$ cat config.mk
export PLATFORM = sky130hd
export DESIGN_NAME = bqt_ctrl
export DESIGN_NICKNAME = d
export VERILOG_FILES = /design/src/include/bqt_pkg.sv /design/src/include/bqt_dir_if.sv /design/src/core/bqt_ctrl.sv /design/src/core/bqt_gate.sv
export SDC_FILE = /design/constraint.sdc
export NUM_CORES = 1
export LEC_CHECK = 0
export BUFFER_PORTS_ARGS = -buffer_cell sky130_fd_sc_hd__buf_2
export CAP_MARGIN = 10
export CELL_PAD_IN_SITES_DETAIL_PLACEMENT = 1
export CELL_PAD_IN_SITES_GLOBAL_PLACEMENT = 2
export CORE_ASPECT_RATIO = 0.75
export CORE_UTILIZATION = 26
export DETAILED_ROUTE_END_ITERATION = 7
export MAX_ROUTING_LAYER = met4
export PLACE_DENSITY = 0.9
export SETUP_SLACK_MARGIN = 0.1
export SLEW_MARGIN = 20
export SYNTH_ARGS = -nofsm -noshare
export SYNTH_HDL_FRONTEND = slang
export SYNTH_HIERARCHICAL = 1
export SYNTH_SLANG_ARGS = --single-unit
$ cat constraint.sdc
create_clock -name sys_clk -period 2.5 [get_ports sys_clk]
set_input_delay 0.125 -clock sys_clk [delete_from_list [all_inputs] [get_ports sys_clk]]
set_output_delay 0.125 -clock sys_clk [all_outputs]
set_load 0.01 [all_outputs]
$ cat src/include/bqt_pkg.sv
// bqt_pkg: offsets, field layout, reset value and threshold helpers
package bqt_pkg;

  // =====================================================================
  // register map
  localparam logic [7:0]  BQT_CTRL_OFS    = 8'hce;
  localparam logic [15:0] BQT_CTRL_RST    = 16'h0000;
  localparam int          BQT_PWT_DN_BIT  = 0;
  localparam int          BQT_PWT_UP_BIT  = 1;
  localparam int          BQT_RDT_PRI_LSB = 2;
  localparam int          BQT_RDT_SEC_LSB = 4;

  // =====================================================================
  // thresholds, all in doublewords
  localparam logic [7:0]  BQT_MIN_RD_DW   = 8'h08;
  localparam logic [7:0]  BQT_CLS_8       = 8'h08;
  localparam logic [7:0]  BQT_CLS_16      = 8'h10;
  localparam logic [7:0]  BQT_CLS_32      = 8'h20;

  typedef enum logic [1:0] {
    BQT_RD_CODE_8DW   = 2'b00,
    BQT_RD_CODE_ILL   = 2'b01,
    BQT_RD_CODE_LINE  = 2'b10,
    BQT_RD_CODE_ALL   = 2'b11
  } bqt_rdcode_e;

  typedef enum logic [1:0] {
    BQT_CMD_MR  = 2'b00,
    BQT_CMD_MRL = 2'b01,
    BQT_CMD_MRM = 2'b10,
    BQT_CMD_RSV = 2'b11
  } bqt_rdcmd_e;

  // free space a posted write queue must keep to count as not full
  function automatic logic [7:0] bqt_pw_need(input logic half, input logic [7:0] cls);
    logic half_ok;
    half_ok = (cls == BQT_CLS_8) || (cls == BQT_CLS_16) || (cls == BQT_CLS_32);
    return (half && half_ok) ? (cls >> 1) : cls;
  endfunction : bqt_pw_need

  // free space the read data queue needs before a memory read starts
  function automatic logic [7:0] bqt_rd_need(input logic [1:0] code, input logic [1:0] cmd,
                                             input logic [7:0] cls);
    logic line_cmd;
    line_cmd = (cmd == BQT_CMD_MRL) || (cmd == BQT_CMD_MRM);
    case (code)
      BQT_RD_CODE_LINE: return line_cmd ? cls : BQT_MIN_RD_DW;
      BQT_RD_CODE_ALL:  return cls;
      default:          return BQT_MIN_RD_DW;
    endcase
  endfunction : bqt_rd_need

endpackage : bqt_pkg

$ cat src/include/bqt_dir_if.sv
// bqt_dir_if: settings and queue levels of one forwarding direction
`timescale 1ns/1ps
interface bqt_dir_if;
  logic       pw_half;
  logic [1:0] rd_code;
  logic [7:0] cls;
  logic [7:0] pw_free;
  logic [7:0] rd_free;
  logic [1:0] rd_cmd;
  logic       pw_full;
  logic       rd_ok;

  modport ctl  (output pw_half, rd_code, cls, pw_free, rd_free, rd_cmd,
                input  pw_full, rd_ok);
  modport gate (input  pw_half, rd_code, cls, pw_free, rd_free, rd_cmd,
                output pw_full, rd_ok);
endinterface : bqt_dir_if

$ cat src/core/bqt_ctrl.sv
// bqt_ctrl: queue threshold control register and its full and start gating
`timescale 1ns/1ps

module bqt_ctrl
  import bqt_pkg::*;
(
  input  wire logic        sys_clk,
  input  wire logic        rstn,
  // configuration access
  input  wire logic        cfg_wr,
  input  wire logic        cfg_rd,
  input  wire logic [7:0]  cfg_addr,
  input  wire logic [1:0]  cfg_be,
  input  wire logic [15:0] cfg_wdata,
  output logic      [15:0] cfg_rdata,
  // serial memory preload
  input  wire logic        rom_load,
  input  wire logic [15:0] rom_data,
  // cache line sizes in doublewords
  input  wire logic [7:0]  pri_cls,
  input  wire logic [7:0]  sec_cls,
  // queue levels in free doublewords
  input  wire logic [7:0]  dn_pw_free,
  input  wire logic [7:0]  up_pw_free,
  input  wire logic [7:0]  pri_rd_free,
  input  wire logic [7:0]  sec_rd_free,
  // posted writes offered on each bus
  input  wire logic        pri_pw_req,
  input  wire logic        sec_pw_req,
  output logic             pri_pw_accept,
  output logic             pri_pw_retry,
  output logic             sec_pw_accept,
  output logic             sec_pw_retry,
  // pending delayed memory reads
  input  wire logic        pri_rd_pend,
  input  wire logic [1:0]  pri_rd_cmd,
  input  wire logic        sec_rd_pend,
  input  wire logic [1:0]  sec_rd_cmd,
  output logic             pri_rd_start,
  output logic             sec_rd_start,
  // registered queue status
  output logic             dn_pw_full,
  output logic             up_pw_full,
  output logic             pri_rd_ok,
  output logic             sec_rd_ok
);

  // =====================================================================
  // control register
  logic [15:0] ctrl;
  logic [15:0] next_ctrl;
  logic [15:0] next_cfg_rdata;
  logic        hit;

  assign hit = cfg_addr[7:1] == BQT_CTRL_OFS[7:1];

  // serial preload wins over a same-cycle configuration write
  always_comb begin
    next_ctrl = ctrl;
    if (cfg_wr && hit) begin
      if (cfg_be[0]) next_ctrl[7:0]  = cfg_wdata[7:0];
      if (cfg_be[1]) next_ctrl[15:8] = cfg_wdata[15:8];
    end
    if (rom_load) next_ctrl = rom_data;
    next_cfg_rdata = (cfg_rd && hit) ? ctrl : 16'h0000;
  end

  always_ff @(posedge sys_clk) begin
    if (!rstn) begin
      ctrl      <= BQT_CTRL_RST;
      cfg_rdata <= 16'h0000;
    end else begin
      ctrl      <= next_ctrl;
      cfg_rdata <= next_cfg_rdata;
    end
  end

  // =====================================================================
  // per-direction threshold evaluation
  bqt_dir_if dn ();
  bqt_dir_if up ();

  // downstream writes and primary reads both land on the secondary side
  assign dn.pw_half = ctrl[BQT_PWT_DN_BIT];
  assign dn.rd_code = ctrl[BQT_RDT_PRI_LSB +: 2];
  assign dn.cls     = sec_cls;
  assign dn.pw_free = dn_pw_free;
  assign dn.rd_free = pri_rd_free;
  assign dn.rd_cmd  = pri_rd_cmd;

  assign up.pw_half = ctrl[BQT_PWT_UP_BIT];
  assign up.rd_code = ctrl[BQT_RDT_SEC_LSB +: 2];
  assign up.cls     = pri_cls;
  assign up.pw_free = up_pw_free;
  assign up.rd_free = sec_rd_free;
  assign up.rd_cmd  = sec_rd_cmd;

  bqt_gate u_dn_gate (
    .d (dn.gate)
  );

  bqt_gate u_up_gate (
    .d (up.gate)
  );

  // =====================================================================
  // status flags, registered so bus decisions see a steady level
  logic next_dn_full;
  logic next_up_full;
  logic next_pri_ok;
  logic next_sec_ok;

  always_comb begin
    next_dn_full = dn.pw_full;
    next_up_full = up.pw_full;
    next_pri_ok  = dn.rd_ok;
    next_sec_ok  = up.rd_ok;
  end

  // reset leaves queues reported full and reads held until levels are sampled
  always_ff @(posedge sys_clk) begin
    if (!rstn) begin
      dn_pw_full <= 1'b1;
      up_pw_full <= 1'b1;
      pri_rd_ok  <= 1'b0;
      sec_rd_ok  <= 1'b0;
    end else begin
      dn_pw_full <= next_dn_full;
      up_pw_full <= next_up_full;
      pri_rd_ok  <= next_pri_ok;
      sec_rd_ok  <= next_sec_ok;
    end
  end

  // =====================================================================
  // bus answers
  always_comb begin
    pri_pw_retry  = pri_pw_req &&  dn_pw_full;
    pri_pw_accept = pri_pw_req && !dn_pw_full;
    sec_pw_retry  = sec_pw_req &&  up_pw_full;
    sec_pw_accept = sec_pw_req && !up_pw_full;
    pri_rd_start  = pri_rd_pend && pri_rd_ok;
    sec_rd_start  = sec_rd_pend && sec_rd_ok;
  end

  logic [7:0] chk_dn_need;
  logic [7:0] chk_pri_need;
  assign chk_dn_need  = (ctrl[0] && (sec_cls == 8'h08 || sec_cls == 8'h10 ||
                         sec_cls == 8'h20)) ? {1'b0, sec_cls[7:1]} : sec_cls;
  assign chk_pri_need = (ctrl[3:2] == 2'b11 || (ctrl[3:2] == 2'b10 && pri_rd_cmd != 2'b00
                         && pri_rd_cmd != 2'b11)) ? sec_cls : 8'h08;

  // upstream side mirrors the above with the primary bus line size
  logic [7:0] chk_up_need;
  logic [7:0] chk_sec_need;
  assign chk_up_need  = (ctrl[1] && (pri_cls == 8'h08 || pri_cls == 8'h10 ||
                         pri_cls == 8'h20)) ? {1'b0, pri_cls[7:1]} : pri_cls;
  assign chk_sec_need = (ctrl[5:4] == 2'b11 || (ctrl[5:4] == 2'b10 && sec_rd_cmd != 2'b00
                         && sec_rd_cmd != 2'b11)) ? pri_cls : 8'h08;
endmodule : bqt_ctrl

$ cat src/core/bqt_gate.sv
// bqt_gate: full and start decisions for one direction
`timescale 1ns/1ps
module bqt_gate
  import bqt_pkg::*;
(
  bqt_dir_if.gate d
);
  // =====================================================================
  // comparisons in doublewords
  always_comb begin
    d.pw_full = d.pw_free < bqt_pw_need(d.pw_half, d.cls);
    d.rd_ok   = d.rd_free >= bqt_rd_need(d.rd_code, d.rd_cmd, d.cls);
  end
endmodule : bqt_gate

==> insert_results.sql, run 1 <==
INSERT INTO impl_metrics (metric_group, metric, value, unit) VALUES
('sta', 'fin_crit_sh', '87.89', '%'),
('sta', 'timing.final.crit_period', '2197', 'ps'),
('die', 'die_x', '118.2', 'µm'),
('die', 'core.rowCount', '31', ''),
('status', 'run_status', 'finished, final reports clean', ''),
('clocking', 'clockRootBuffer', 'clkbuf_16', ''),
('critical_path', 'arrival_time_worst_endpoint', '2420', 'ps'),
('cells_and_area', 'most-common-layout-cells', 'buf_2 (127), dfxtp_1 (36), ha_1 (30)', ''),
('place', 'globalplace.congestion', '0.7497', ''),
('critical_path', 'timing.setup.critical_path_class', 'reg2reg', ''),
('sta', 'whs', '191.2', 'ps'),
('cells_and_area', 'nFillCells', '1214', ''),
('detailed_routing', 'drc', '0', ''),
('sta', 'finalSetupTns', '0', 'ps'),
('global_routing', 'gr-total-overflow', '0', ''),
('logic_synthesis', 'post_synth_instance_area', '2633', 'µm²'),
('detailed_routing', 'detail_route.vias_per_cell', '4.945', ''),
('power_and_ir_drop', 'vdd.ir_drop.worst', '0.0002064', 'V'),
('die', 'placeableCoreArea', '9736', 'µm²'),
('logic_synthesis', 'synthAdderAreaFrac', '14.26', '%'),
('global_routing', 'grt_start_max_net_pins', '35', ''),
('logic_synthesis', 'synth_compound_gate_area_share', '22.24', '%'),
('critical_path', 'worst_setup_path_endpoint', 'up_pw_full$_SDFF_PN1_', ''),
('min_path', 'hold_path_depth', '2', ''),
('global_routing', 'grt_antenna_before_repair', '0', ''),
('critical_path', 'critPathMaxFanout', '4', ''),
('cells_and_area', 'syn_to_final_growth', '34.13', '%'),
('sta', 'max_slew_vio_count', '0', ''),
('die', 'boundaryPins', '129', ''),
('global_routing', 'via_count_of_the_first_global_routing_pass', '2830', ''),
('clocking', 'cts.repair.resized', '0', ''),
('die', 'start_util', '27.04', '%'),
('logic_synthesis', 'synth_edf_count', '0', ''),
('place', 'place_area', '3362', 'µm²'),
('detailed_routing', 'drt_iter0_markers', '84', ''),
('sta', 'grt_setup_unrepaired', 'false', ''),
('global_routing', 'grt_usage', '16.78', '%'),
('logic_synthesis', 'synthCells', '296', ''),
('sta', 'fin_worst_skew', '5.411', 'ps'),
('power_and_ir_drop', 'cellLeakagePower', '0.001721', 'µW'),
('logic_synthesis', 'combinational_family_with_the_most_area_after_synthesis', 'simple AND/OR/NAND/NOR gates', ''),
('min_path', 'timing.hold.worst.class', 'in2reg', ''),
('clocking', 'clock_latency', '280', 'ps'),
('detailed_routing', 'route.antenna.remaining_nets', '0', ''),
('sta', 'fmaxAchievable', '455.1', 'MHz'),
('critical_path', 'timing.critical_path.to_type', 'flop', ''),
('critical_path', 'worst-r2r-cell-count', '9', ''),
('global_routing', 'global_route_wire_length_before_repair', '13740', 'µm'),
('cells_and_area', 'final_layout_size_suffix_gt1_share', '33.97', '%'),
('place', 'place.port_buffers', '127', ''),
('power_and_ir_drop', 'cellPowerDensity', '478.7', 'nW/µm²'),
('logic_synthesis', 'synth-async-reset-ratio', '0', '%'),
('critical_path', 'critical_path.startpoint_type', 'flop', ''),
('logic_synthesis', 'ys_warn_count', '6', ''),
('cells_and_area', 'final_net_count', '550', ''),
('logic_synthesis', 'synth.mux.area_fraction', '7.605', '%'),
('sta', 'worst_slew_pin_tran', '773.4', 'ps'),
('critical_path', 'worst-r2r-setup-slack', '300', 'ps'),
('sta', 'hold_viol_final', '0', ''),
('detailed_routing', 'detail_route.wl_per_cell', '15.46', 'µm'),
('clocking', 'tritoncts', 'yes', ''),
('cells_and_area', 'num_antenna_cells', '0', ''),
('logic_synthesis', 'simple_gate_fraction_of_synth_area', '23.00', '%'),
('logic_synthesis', 'synth_top_flop_cell', 'dfxtp_1', ''),
('critical_path', 'startpoint', 'ctrl[1]$_SDFFE_PN0P_', ''),
('sta', 'slew_headroom', '48.25', '%'),
('detailed_routing', 'totalWireLength', '8501', 'µm'),
('logic_synthesis', 'synth_xor_area_share', '0.6654', '%'),
('clocking', 'post_cts_buffers', '0', ''),
('power_and_ir_drop', 'total_power', '1690', 'µW'),
('place', 'detailed_place_hpwl', '6711', 'µm');
## worst min path at each step
stage	end
global placement	up_pw_full$_SDFF_PN1_
global route	up_pw_full$_SDFF_PN1_
detailed placement	cfg_rdata[14]$_SDFF_PN0_
finish	up_pw_full$_SDFF_PN1_
CTS	up_pw_full$_SDFF_PN1_
floorplan	ctrl[12]$_SDFFE_PN0P_
## area by class of cell
| type | instances | area, µm² | area share [%] |
|---|---|---|---|
| Clock buffer | 5 | 125.1 | 3.544 |
| Timing Repair Buffer | 130 | 658.1 | 18.64 |
| Inverter | 9 | 33.78 | 0.9568 |
| Clock inverter | 3 | 42.54 | 1.205 |
| Sequential cell | 36 | 720.7 | 20.41 |
| Tap cell | 132 | 165.2 | 4.678 |
| Multi-Input combinational cell | 235 | 1785 | 50.57 |
## cell usage after synthesis, types with 2 or more instances
cell type / count / area, µm²
a211oi_1: 3 / 22.52
a21o_1: 3 / 22.52
a21oi_1: 20 / 100.1
a221o_1: 17 / 170.2
a22o_1: 16 / 140.1
and2_1: 24 / 150.1
and4b_1: 3 / 30.03
buf_2: 3 / 15.01
buf_6: 2 / 22.52
clkbuf_1: 8 / 30.03
dfxtp_1: 36 / 720.7
ha_1: 30 / 375.4
inv_1: 9 / 33.78
mux2i_1: 20 / 200.2
nand2_1: 17 / 63.81
nand2b_1: 5 / 31.28
nand3_1: 3 / 15.01
nand3b_1: 16 / 120.1
nor2_1: 23 / 86.33
nor2b_1: 4 / 25.02
nor3_1: 4 / 20.02
nor4b_1: 2 / 17.52
o2111ai_1: 2 / 17.52
o21a_1: 6 / 45.04
o21ai_0: 5 / 25.02
xor2_1: 2 / 17.52
## worst max-delay path, stage by stage (launching register included)
cell and delay, ps:
dfxtp_1 400, nand3_1 180, nor3_1 240, mux2i_1 280
ha_1 270, o21a_1 100, nor2_1 80, nor4_1 60
a2111oi_1 370, nand2b_1 160
## sequential cells by signal, indices dropped and copies added (netlist names)
signal,cells
pri_rd_ok,1
cfg_rdata,16
dn_pw_full,1
up_pw_full,1
sec_rd_ok,1
ctrl,16
## where the power goes
part / switching (µW) / leakage [µW] / internal [µW]
Clock: 251 / 0.0000798 / 468
Sequential: 20.1 / 0.000295 / 599
Combinational: 173 / 0.00135 / 179
Total: 444 / 0.00172 / 1250
## stage by stage
stage          setup WS (ps)  instances
6_report               302.9        550
5_1_grt                160.1        550
4_1_cts                287.5        550
3_5_place_dp           295.0        542
3_3_place_gp           338.1        542
2_1_floorplan          560.3        296
## layer usage
metal	GRT usage, %	routed length (µm)	vias up
li1	-	-	1344
met1	20.68	4037	1294
met2	29.14	3990	74
met3	3.125	428	8
met4	2.914	45	0
met5	-	0	-
## cell families after synthesis
logic type,Yosys count
AND/OR/NAND/NOR,107
AO/OA/AOI/OAI,76
flip-flops,36
adder cells (fa/ha/maj),30
buffers and inverters,25
multiplexers,20
XOR/XNOR,2
(Power assumes the default switching activity.)
==> run 2, diff against run 1 <==
Settings changed: MAX_ROUTING_LAYER met4 to unset.
==> run 2 against run 1 <==
  * Power shrank 0.14%
  * Register-to-register slack hardly changed
  * Die area did not move
  * Clock skew about the same
  * Via count hardly changed
  * Non-clock buffer count did not move
  * Fmax hardly changed
  * Sequential power hardly changed
  * Global-route usage decreased by 0.50 points
  * Design area unchanged
  * Final cell count stayed put
  * Critical endpoint unchanged
  * Largest cell class unchanged
  * Highest routed layer unchanged
==> insert_results.sql, run 2 (synthesis gave the netlist of run 1 again) <==
INSERT INTO impl_metrics (metric_group, metric, value, unit) VALUES
('status', 'run_status', 'finished, final reports clean', ''),
('die', 'placeableCoreArea', '9736', 'µm²'),
('die', 'start_util', '27.04', '%'),
('critical_path', 'critical_path.startpoint_type', 'flop', ''),
('detailed_routing', 'drc', '0', ''),
('global_routing', 'gr-total-overflow', '0', ''),
('run', 'max-cap-violations', '0', ''),
('detailed_routing', 'detail_route.vias_per_cell', '4.947', ''),
('sta', 'grt_setup_unrepaired', 'false', ''),
('die', 'die_x', '118.2', 'µm'),
('sta', 'slew_headroom', '48.02', '%'),
('clocking', 'worst_setup_hold_path_clk_slew', '60', 'ps'),
('sta', 'fin_worst_skew', '4.921', 'ps'),
('cells_and_area', 'multi_input_area', '1785', 'µm²'),
('detailed_routing', 'num_vias', '2721', ''),
('critical_path', 'worst-r2r-cell-count', '9', ''),
('place', 'detailed_place_hpwl', '6711', 'µm'),
('critical_path', 'worst-r2r-setup-slack', '300', 'ps'),
('place', 'place_area', '3362', 'µm²'),
('detailed_routing', 'firstDrtPassIters', '4', ''),
('power_and_ir_drop', 'cellPowerDensity', '478.0', 'nW/µm²'),
('die', 'boundaryPins', '129', ''),
('cells_and_area', 'final_layout_size_suffix_gt1_share', '33.97', '%'),
('sta', 'worst_slew_pin_tran', '776.8', 'ps'),
('clocking', 'cts-root-to-sink-buffers', '2', ''),
('sta', 'whs', '192.1', 'ps'),
('min_path', 'hold_path.startpoint', 'rstn', ''),
('clocking', 'cts.hold.buffers_added', '0', ''),
('detailed_routing', 'drt_iter0_markers', '90', ''),
('detailed_routing', 'totalWireLength', '8487', 'µm'),
('critical_path', 'arrival_time_worst_endpoint', '2420', 'ps'),
('cells_and_area', 'num_antenna_cells', '0', ''),
('die', 'die_area', '10540', 'µm²'),
('cells_and_area', 'layoutNonFillerInstCount', '550', ''),
('global_routing', 'grt_usage', '16.28', '%'),
('cells_and_area', 'nFillCells', '1214', ''),
('cells_and_area', 'seqCellArea', '720.7', 'µm²'),
('critical_path', 'timing.critical_path.required', '2720', 'ps'),
('detailed_routing', 'route.antenna.remaining_nets', '0', ''),
('clocking', 'tritoncts', 'yes', ''),
('sta', 'finalSetupTns', '0', 'ps'),
('clocking', 'htree_num_levels', '2', ''),
('place', 'dp_cells', '542', ''),
('sta', 'setup_viol', '0', ''),
('cells_and_area', 'syn_to_final_growth', '34.13', '%'),
('critical_path', 'timing.setup.critical_path_class', 'reg2reg', ''),
('place', 'globalplace.congestion', '0.7405', ''),
('min_path', 'hold_path_depth', '2', ''),
('power_and_ir_drop', 'cellLeakagePower', '0.001721', 'µW'),
('detailed_routing', 'detail_route.wl_per_cell', '15.43', 'µm'),
('place', 'place.port_buffers', '127', ''),
('critical_path', 'r2r-end', 'up_pw_full$_SDFF_PN1_', ''),
('global_routing', 'global_route_wire_length_before_repair', '13760', 'µm'),
('min_path', 'timing.hold.worst_endpoint', 'up_pw_full$_SDFF_PN1_', ''),
('min_path', 'timing.hold.worst.class', 'in2reg', ''),
('cells_and_area', 'final_net_count', '550', ''),
('cells_and_area', 'layout_top_registers', 'cfg_rdata: 16 flops, ctrl: 16 flops', ''),
('power_and_ir_drop', 'vdd.ir_drop.worst', '0.0002062', 'V'),
('sta', 'hold_viol_final', '0', ''),
('sta', 'fmaxAchievable', '455.1', 'MHz'),
('cells_and_area', 'stdcell_area', '3531', 'µm²'),
('critical_path', 'timing.critical_path.to_type', 'flop', ''),
('sta', 'fin_crit_sh', '87.89', '%'),
('global_routing', 'grt_antenna_before_repair', '0', ''),
('clocking', 'clockRootBuffer', 'clkbuf_16', ''),
('global_routing', 'via_count_of_the_first_global_routing_pass', '2831', ''),
('clocking', 'cts_inserted_buffers', '5', ''),
('die', 'die_height', '89.15', 'µm'),
('clocking', 'cts_sinks', '36', ''),
('clocking', 'clock_latency', '280', 'ps'),
('die', 'core.rowCount', '31', ''),
('critical_path', 'critPathMaxFanout', '4', ''),
('global_routing', 'grt_start_max_net_pins', '35', ''),
('cells_and_area', 'most-common-layout-cells', 'buf_2 (127), dfxtp_1 (36), ha_1 (30)', ''),
('sta', 'timing.final.crit_period', '2197', 'ps'),
('critical_path', 'worstReg2RegStart', 'ctrl[1]$_SDFFE_PN0P_', ''),
('sta', 'max_slew_vio_count', '0', ''),
('cells_and_area', 'mostFrequentLayoutCell', 'buf_2', '');
run 2: cell counts in the layout (fill, tap and decap cells not counted):
No cell type changed its count.
run 2: cell type report:
class | instances | area share (%)
Inverter | 9 | 0.9568
Multi-Input combinational cell | 235 | 50.57
Clock buffer | 5 | 3.544
Sequential cell | 36 | 20.41
Clock inverter | 3 | 1.205
Timing Repair Buffer | 130 | 18.64
Tap cell | 132 | 4.678
run 2: worst max-delay path by stage:
stage	slack, ps	start	to	depth (start not counted)
CTS	290	ctrl[4]$_SDFFE_PN0P_	sec_rd_ok$_SDFF_PN0_	8
global placement	340	sec_cls[7]	dn_pw_full$_SDFF_PN1_	10
finish	300	ctrl[1]$_SDFFE_PN0P_	up_pw_full$_SDFF_PN1_	9
floorplan	560	ctrl[0]$_SDFFE_PN0P_	dn_pw_full$_SDFF_PN1_	8
global route	160	ctrl[1]$_SDFFE_PN0P_	up_pw_full$_SDFF_PN1_	9
detailed placement	300	sec_rd_cmd[1]	sec_rd_ok$_SDFF_PN0_	10
run 2: what timing repair did:
action	4_1_cts	5_1_grt
endpoints found under the setup margin	0	1
buffers inserted	0	0
resized for setup	0	1
run 2: per-stage QoR:
stage	utilization (%)	setup slack, ps	power [µW]
after CTS	36.25	287.5	1709
final	36.27	302.9	1688
after detailed placement	34.53	295.0	985.8
after global placement	34.53	338.1	965.8
after global routing	36.27	160.1	1775
after floorplan	-	560.3	821.4
run 2: metal layers:
layer / track usage, % / wire length (µm) / vias to the layer above
met5: 0 / 0 / -
met2: 29.14 / 4007 / 74
met4: 2.914 / 38 / 0
met3: 3.444 / 455 / 8
li1: - / - / 1344
met1: 20.57 / 3985 / 1295
run 2: worst max-delay path, stage by stage, from the launching register on:
cell and delay (ps):
dfxtp_1 400, nand3_1 180, nor3_1 240, mux2i_1 280
ha_1 270, o21a_1 100, nor2_1 80, nor4_1 60
a2111oi_1 370, nand2b_1 160
run 2: power by group:
part	total (µW)	internal, µW	leakage [µW]	switching, µW
Sequential	619	599	0.000295	20.1
Clock	717	468	0.0000798	249
Combinational	352	179	0.00135	173
==> run 3, diff against run 2 <==
Settings changed: SETUP_SLACK_MARGIN 0.1 to 0.5.
==> run 3 against run 2 <==
  * Global-route usage grew 0.24 points
  * Critical path type unchanged
  * Power grew 1.0%
  * Critical endpoint is now dn_pw_full$_SDFF_PN1_
  * Clock power is essentially flat
  * Core utilization grew 1.1 points
  * Non-clock buffer count grew 2
  * First-iteration DRC count shrank 6.7%
  * Setup slack gained 200 ps
==> insert_results.sql, run 3 (synthesis gave the netlist of run 1 again) <==
INSERT INTO impl_metrics (metric_group, metric, value, unit) VALUES
('die', 'start_util', '27.04', '%'),
('cells_and_area', 'stdcell_area', '3635', 'µm²'),
('power_and_ir_drop', 'vdd.ir_drop.worst', '0.0002074', 'V'),
('die', 'boundaryPins', '129', ''),
('die', 'die_height', '89.15', 'µm'),
('clocking', 'cts-root-to-sink-buffers', '2', ''),
('detailed_routing', 'firstDrtPassIters', '4', ''),
('cells_and_area', 'mostFrequentLayoutCell', 'buf_2', ''),
('sta', 'whs', '185.9', 'ps'),
('cells_and_area', 'multi_input_area', '1864', 'µm²'),
('sta', 'slew_headroom', '47.92', '%'),
('cells_and_area', 'layoutNonFillerInstCount', '552', ''),
('sta', 'worst_slew_pin_tran', '778.4', 'ps'),
('critical_path', 'max_stage_delay', '390', 'ps'),
('cells_and_area', 'final_net_count', '552', ''),
('global_routing', 'global_route_wire_length_before_repair', '13970', 'µm'),
('place', 'dp_cells', '542', ''),
('sta', 'fin_worst_skew', '4.355', 'ps'),
('min_path', 'timing.hold.worst.class', 'in2reg', ''),
('critical_path', 'worstReg2RegStart', 'ctrl[0]$_SDFFE_PN0P_', ''),
('clocking', 'tritoncts', 'yes', ''),
('global_routing', 'grt_antenna_before_repair', '0', ''),
('critical_path', 'worst-r2r-cell-count', '8', ''),
('clocking', 'cts_inserted_buffers', '5', ''),
('global_routing', 'gr-total-overflow', '0', ''),
('clocking', 'cts.hold.buffers_added', '0', ''),
('clocking', 'htree_num_levels', '2', ''),
('sta', 'setup_viol', '0', ''),
('global_routing', 'grt_start_max_net_pins', '35', ''),
('cells_and_area', 'final_layout_size_suffix_gt1_share', '38.33', '%'),
('die', 'placeableCoreArea', '9736', 'µm²'),
('critical_path', 'timing.setup.critical_path_class', 'reg2reg', ''),
('critical_path', 'path_cells', 'nand3_2 > or3_4 > mux2i_2 > ha_1 > and4_1 > a221o_1 > a21oi_1 > nand2b_1', ''),
('place', 'place.port_buffers', '127', ''),
('critical_path', 'r2r-end', 'dn_pw_full$_SDFF_PN1_', ''),
('detailed_routing', 'detail_route.vias_per_cell', '4.962', ''),
('cells_and_area', 'num_antenna_cells', '0', ''),
('critical_path', 'timing.critical_path.to_type', 'flop', ''),
('power_and_ir_drop', 'cellLeakagePower', '0.001745', 'µW'),
('die', 'die_area', '10540', 'µm²'),
('clocking', 'worst_setup_hold_path_clk_slew', '60', 'ps'),
('cells_and_area', 'most-common-layout-cells', 'buf_2 (127), dfxtp_1 (30), ha_1 (30)', ''),
('die', 'core.rowCount', '31', ''),
('critical_path', 'startpoint', 'ctrl[0]$_SDFFE_PN0P_', ''),
('place', 'detailed_place_hpwl', '6711', 'µm'),
('critical_path', 'timing.critical_path.required', '2720', 'ps'),
('detailed_routing', 'num_vias', '2739', ''),
('sta', 'finalSetupTns', '0', 'ps'),
('cells_and_area', 'seqCellArea', '730.7', 'µm²'),
('clocking', 'clockRootBuffer', 'clkbuf_16', ''),
('place', 'globalplace.congestion', '0.7405', ''),
('global_routing', 'grt_usage', '16.52', '%'),
('critical_path', 'arrival_time_worst_endpoint', '2220', 'ps'),
('critical_path', 'worst_setup_path_endpoint', 'dn_pw_full$_SDFF_PN1_', ''),
('detailed_routing', 'drc', '0', ''),
('clocking', 'cts_sinks', '36', ''),
('cells_and_area', 'nFillCells', '1212', ''),
('critical_path', 'critical_path.startpoint_type', 'flop', ''),
('power_and_ir_drop', 'cellPowerDensity', '469.2', 'nW/µm²'),
('critical_path', 'critPathMaxFanout', '3', ''),
('sta', 'fin_crit_sh', '79.92', '%'),
('sta', 'max_slew_vio_count', '0', ''),
('detailed_routing', 'detail_route.wl_per_cell', '15.61', 'µm'),
('critical_path', 'worst-r2r-setup-slack', '500', 'ps'),
('run', 'max-cap-violations', '0', ''),
('detailed_routing', 'route.antenna.remaining_nets', '0', ''),
('sta', 'fmaxAchievable', '500.5', 'MHz'),
('detailed_routing', 'drt_iter0_markers', '84', ''),
('sta', 'timing.final.crit_period', '1998', 'ps'),
('status', 'run_status', 'finished, final reports clean', ''),
('sta', 'hold_viol_final', '0', ''),
('clocking', 'clock_latency', '280', 'ps'),
('detailed_routing', 'totalWireLength', '8617', 'µm'),
('die', 'die_x', '118.2', 'µm'),
('sta', 'grt_setup_unrepaired', 'true', ''),
('global_routing', 'via_count_of_the_first_global_routing_pass', '2879', ''),
('critical_path', 'critPathSlowestCell', 'or3_4', ''),
('cells_and_area', 'syn_to_final_growth', '38.07', '%'),
('place', 'place_area', '3362', 'µm²'),
('cells_and_area', 'layout_top_registers', 'cfg_rdata: 16 flops, ctrl: 16 flops', '');
-- run 3: power breakdown --
group	internal, µW	leakage (µW)	total (µW)	switching (µW)
Sequential	600	0.000297	621	20.9
Clock	468	0.0000798	718	250
Combinational	186	0.00137	367	181
Total	1250	0.00174	1710	451
-- run 3: layout make-up --
class / instances / share of cell area (%)
clock buffer: 5 / 3.442
sequential: 36 / 20.10
tap: 132 / 4.544
clock inverter: 3 / 1.170
multi-input combinational: 235 / 51.29
timing repair buffer: 132 / 18.52
inverter: 9 / 0.9294
-- run 3: metal layers --
metal	vias to the layer above	GRT usage (%)	routed length, µm
li1	1351	-	-
met1	1302	20.61	3996
met2	77	29.79	4137
met3	9	3.444	427
met4	0	3.380	55
met5	-	0	0
-- run 3: through the flow --
stage          setup slack, ps  total power, µW  util, %
2_1_floorplan            560.3            821.4        -
3_3_place_gp             338.1            965.8    34.53
3_5_place_dp             295.0            985.8    34.53
4_1_cts                  469.8             1716    36.77
5_1_grt                  419.5             1793    37.33
6_report                 501.9             1706    37.33
-- run 3: worst min-delay path by stage --
stage / start / to / slack, ps / cells after the start
final: rstn / up_pw_full$_SDFF_PN1_ / 190 / 2
after CTS: rstn / up_pw_full$_SDFF_PN1_ / 190 / 2
after detailed placement: ctrl[14]$_SDFFE_PN0P_ / cfg_rdata[14]$_SDFF_PN0_ / 480 / 1
after global routing: rstn / up_pw_full$_SDFF_PN1_ / 210 / 2
after floorplan: rom_data[12] / ctrl[12]$_SDFFE_PN0P_ / 390 / 2
after global placement: rstn / up_pw_full$_SDFF_PN1_ / 460 / 2
-- run 3: repair_timing --
item,4_1_cts,5_1_grt
resized for setup,14,13
buffers inserted,1,1
endpoints found under the setup margin,4,4
hold endpoints to repair,0,0
pin swaps,2,7
-- run 3: critical path, delay by kind of cell (launching register included) --
family	cells	cell delay [ps]
AND/OR/NAND/NOR	4	770
AO/OA/AOI/OAI	2	410
multiplexers	1	160
adder cells (fa/ha/maj)	1	260
flip-flops	1	340
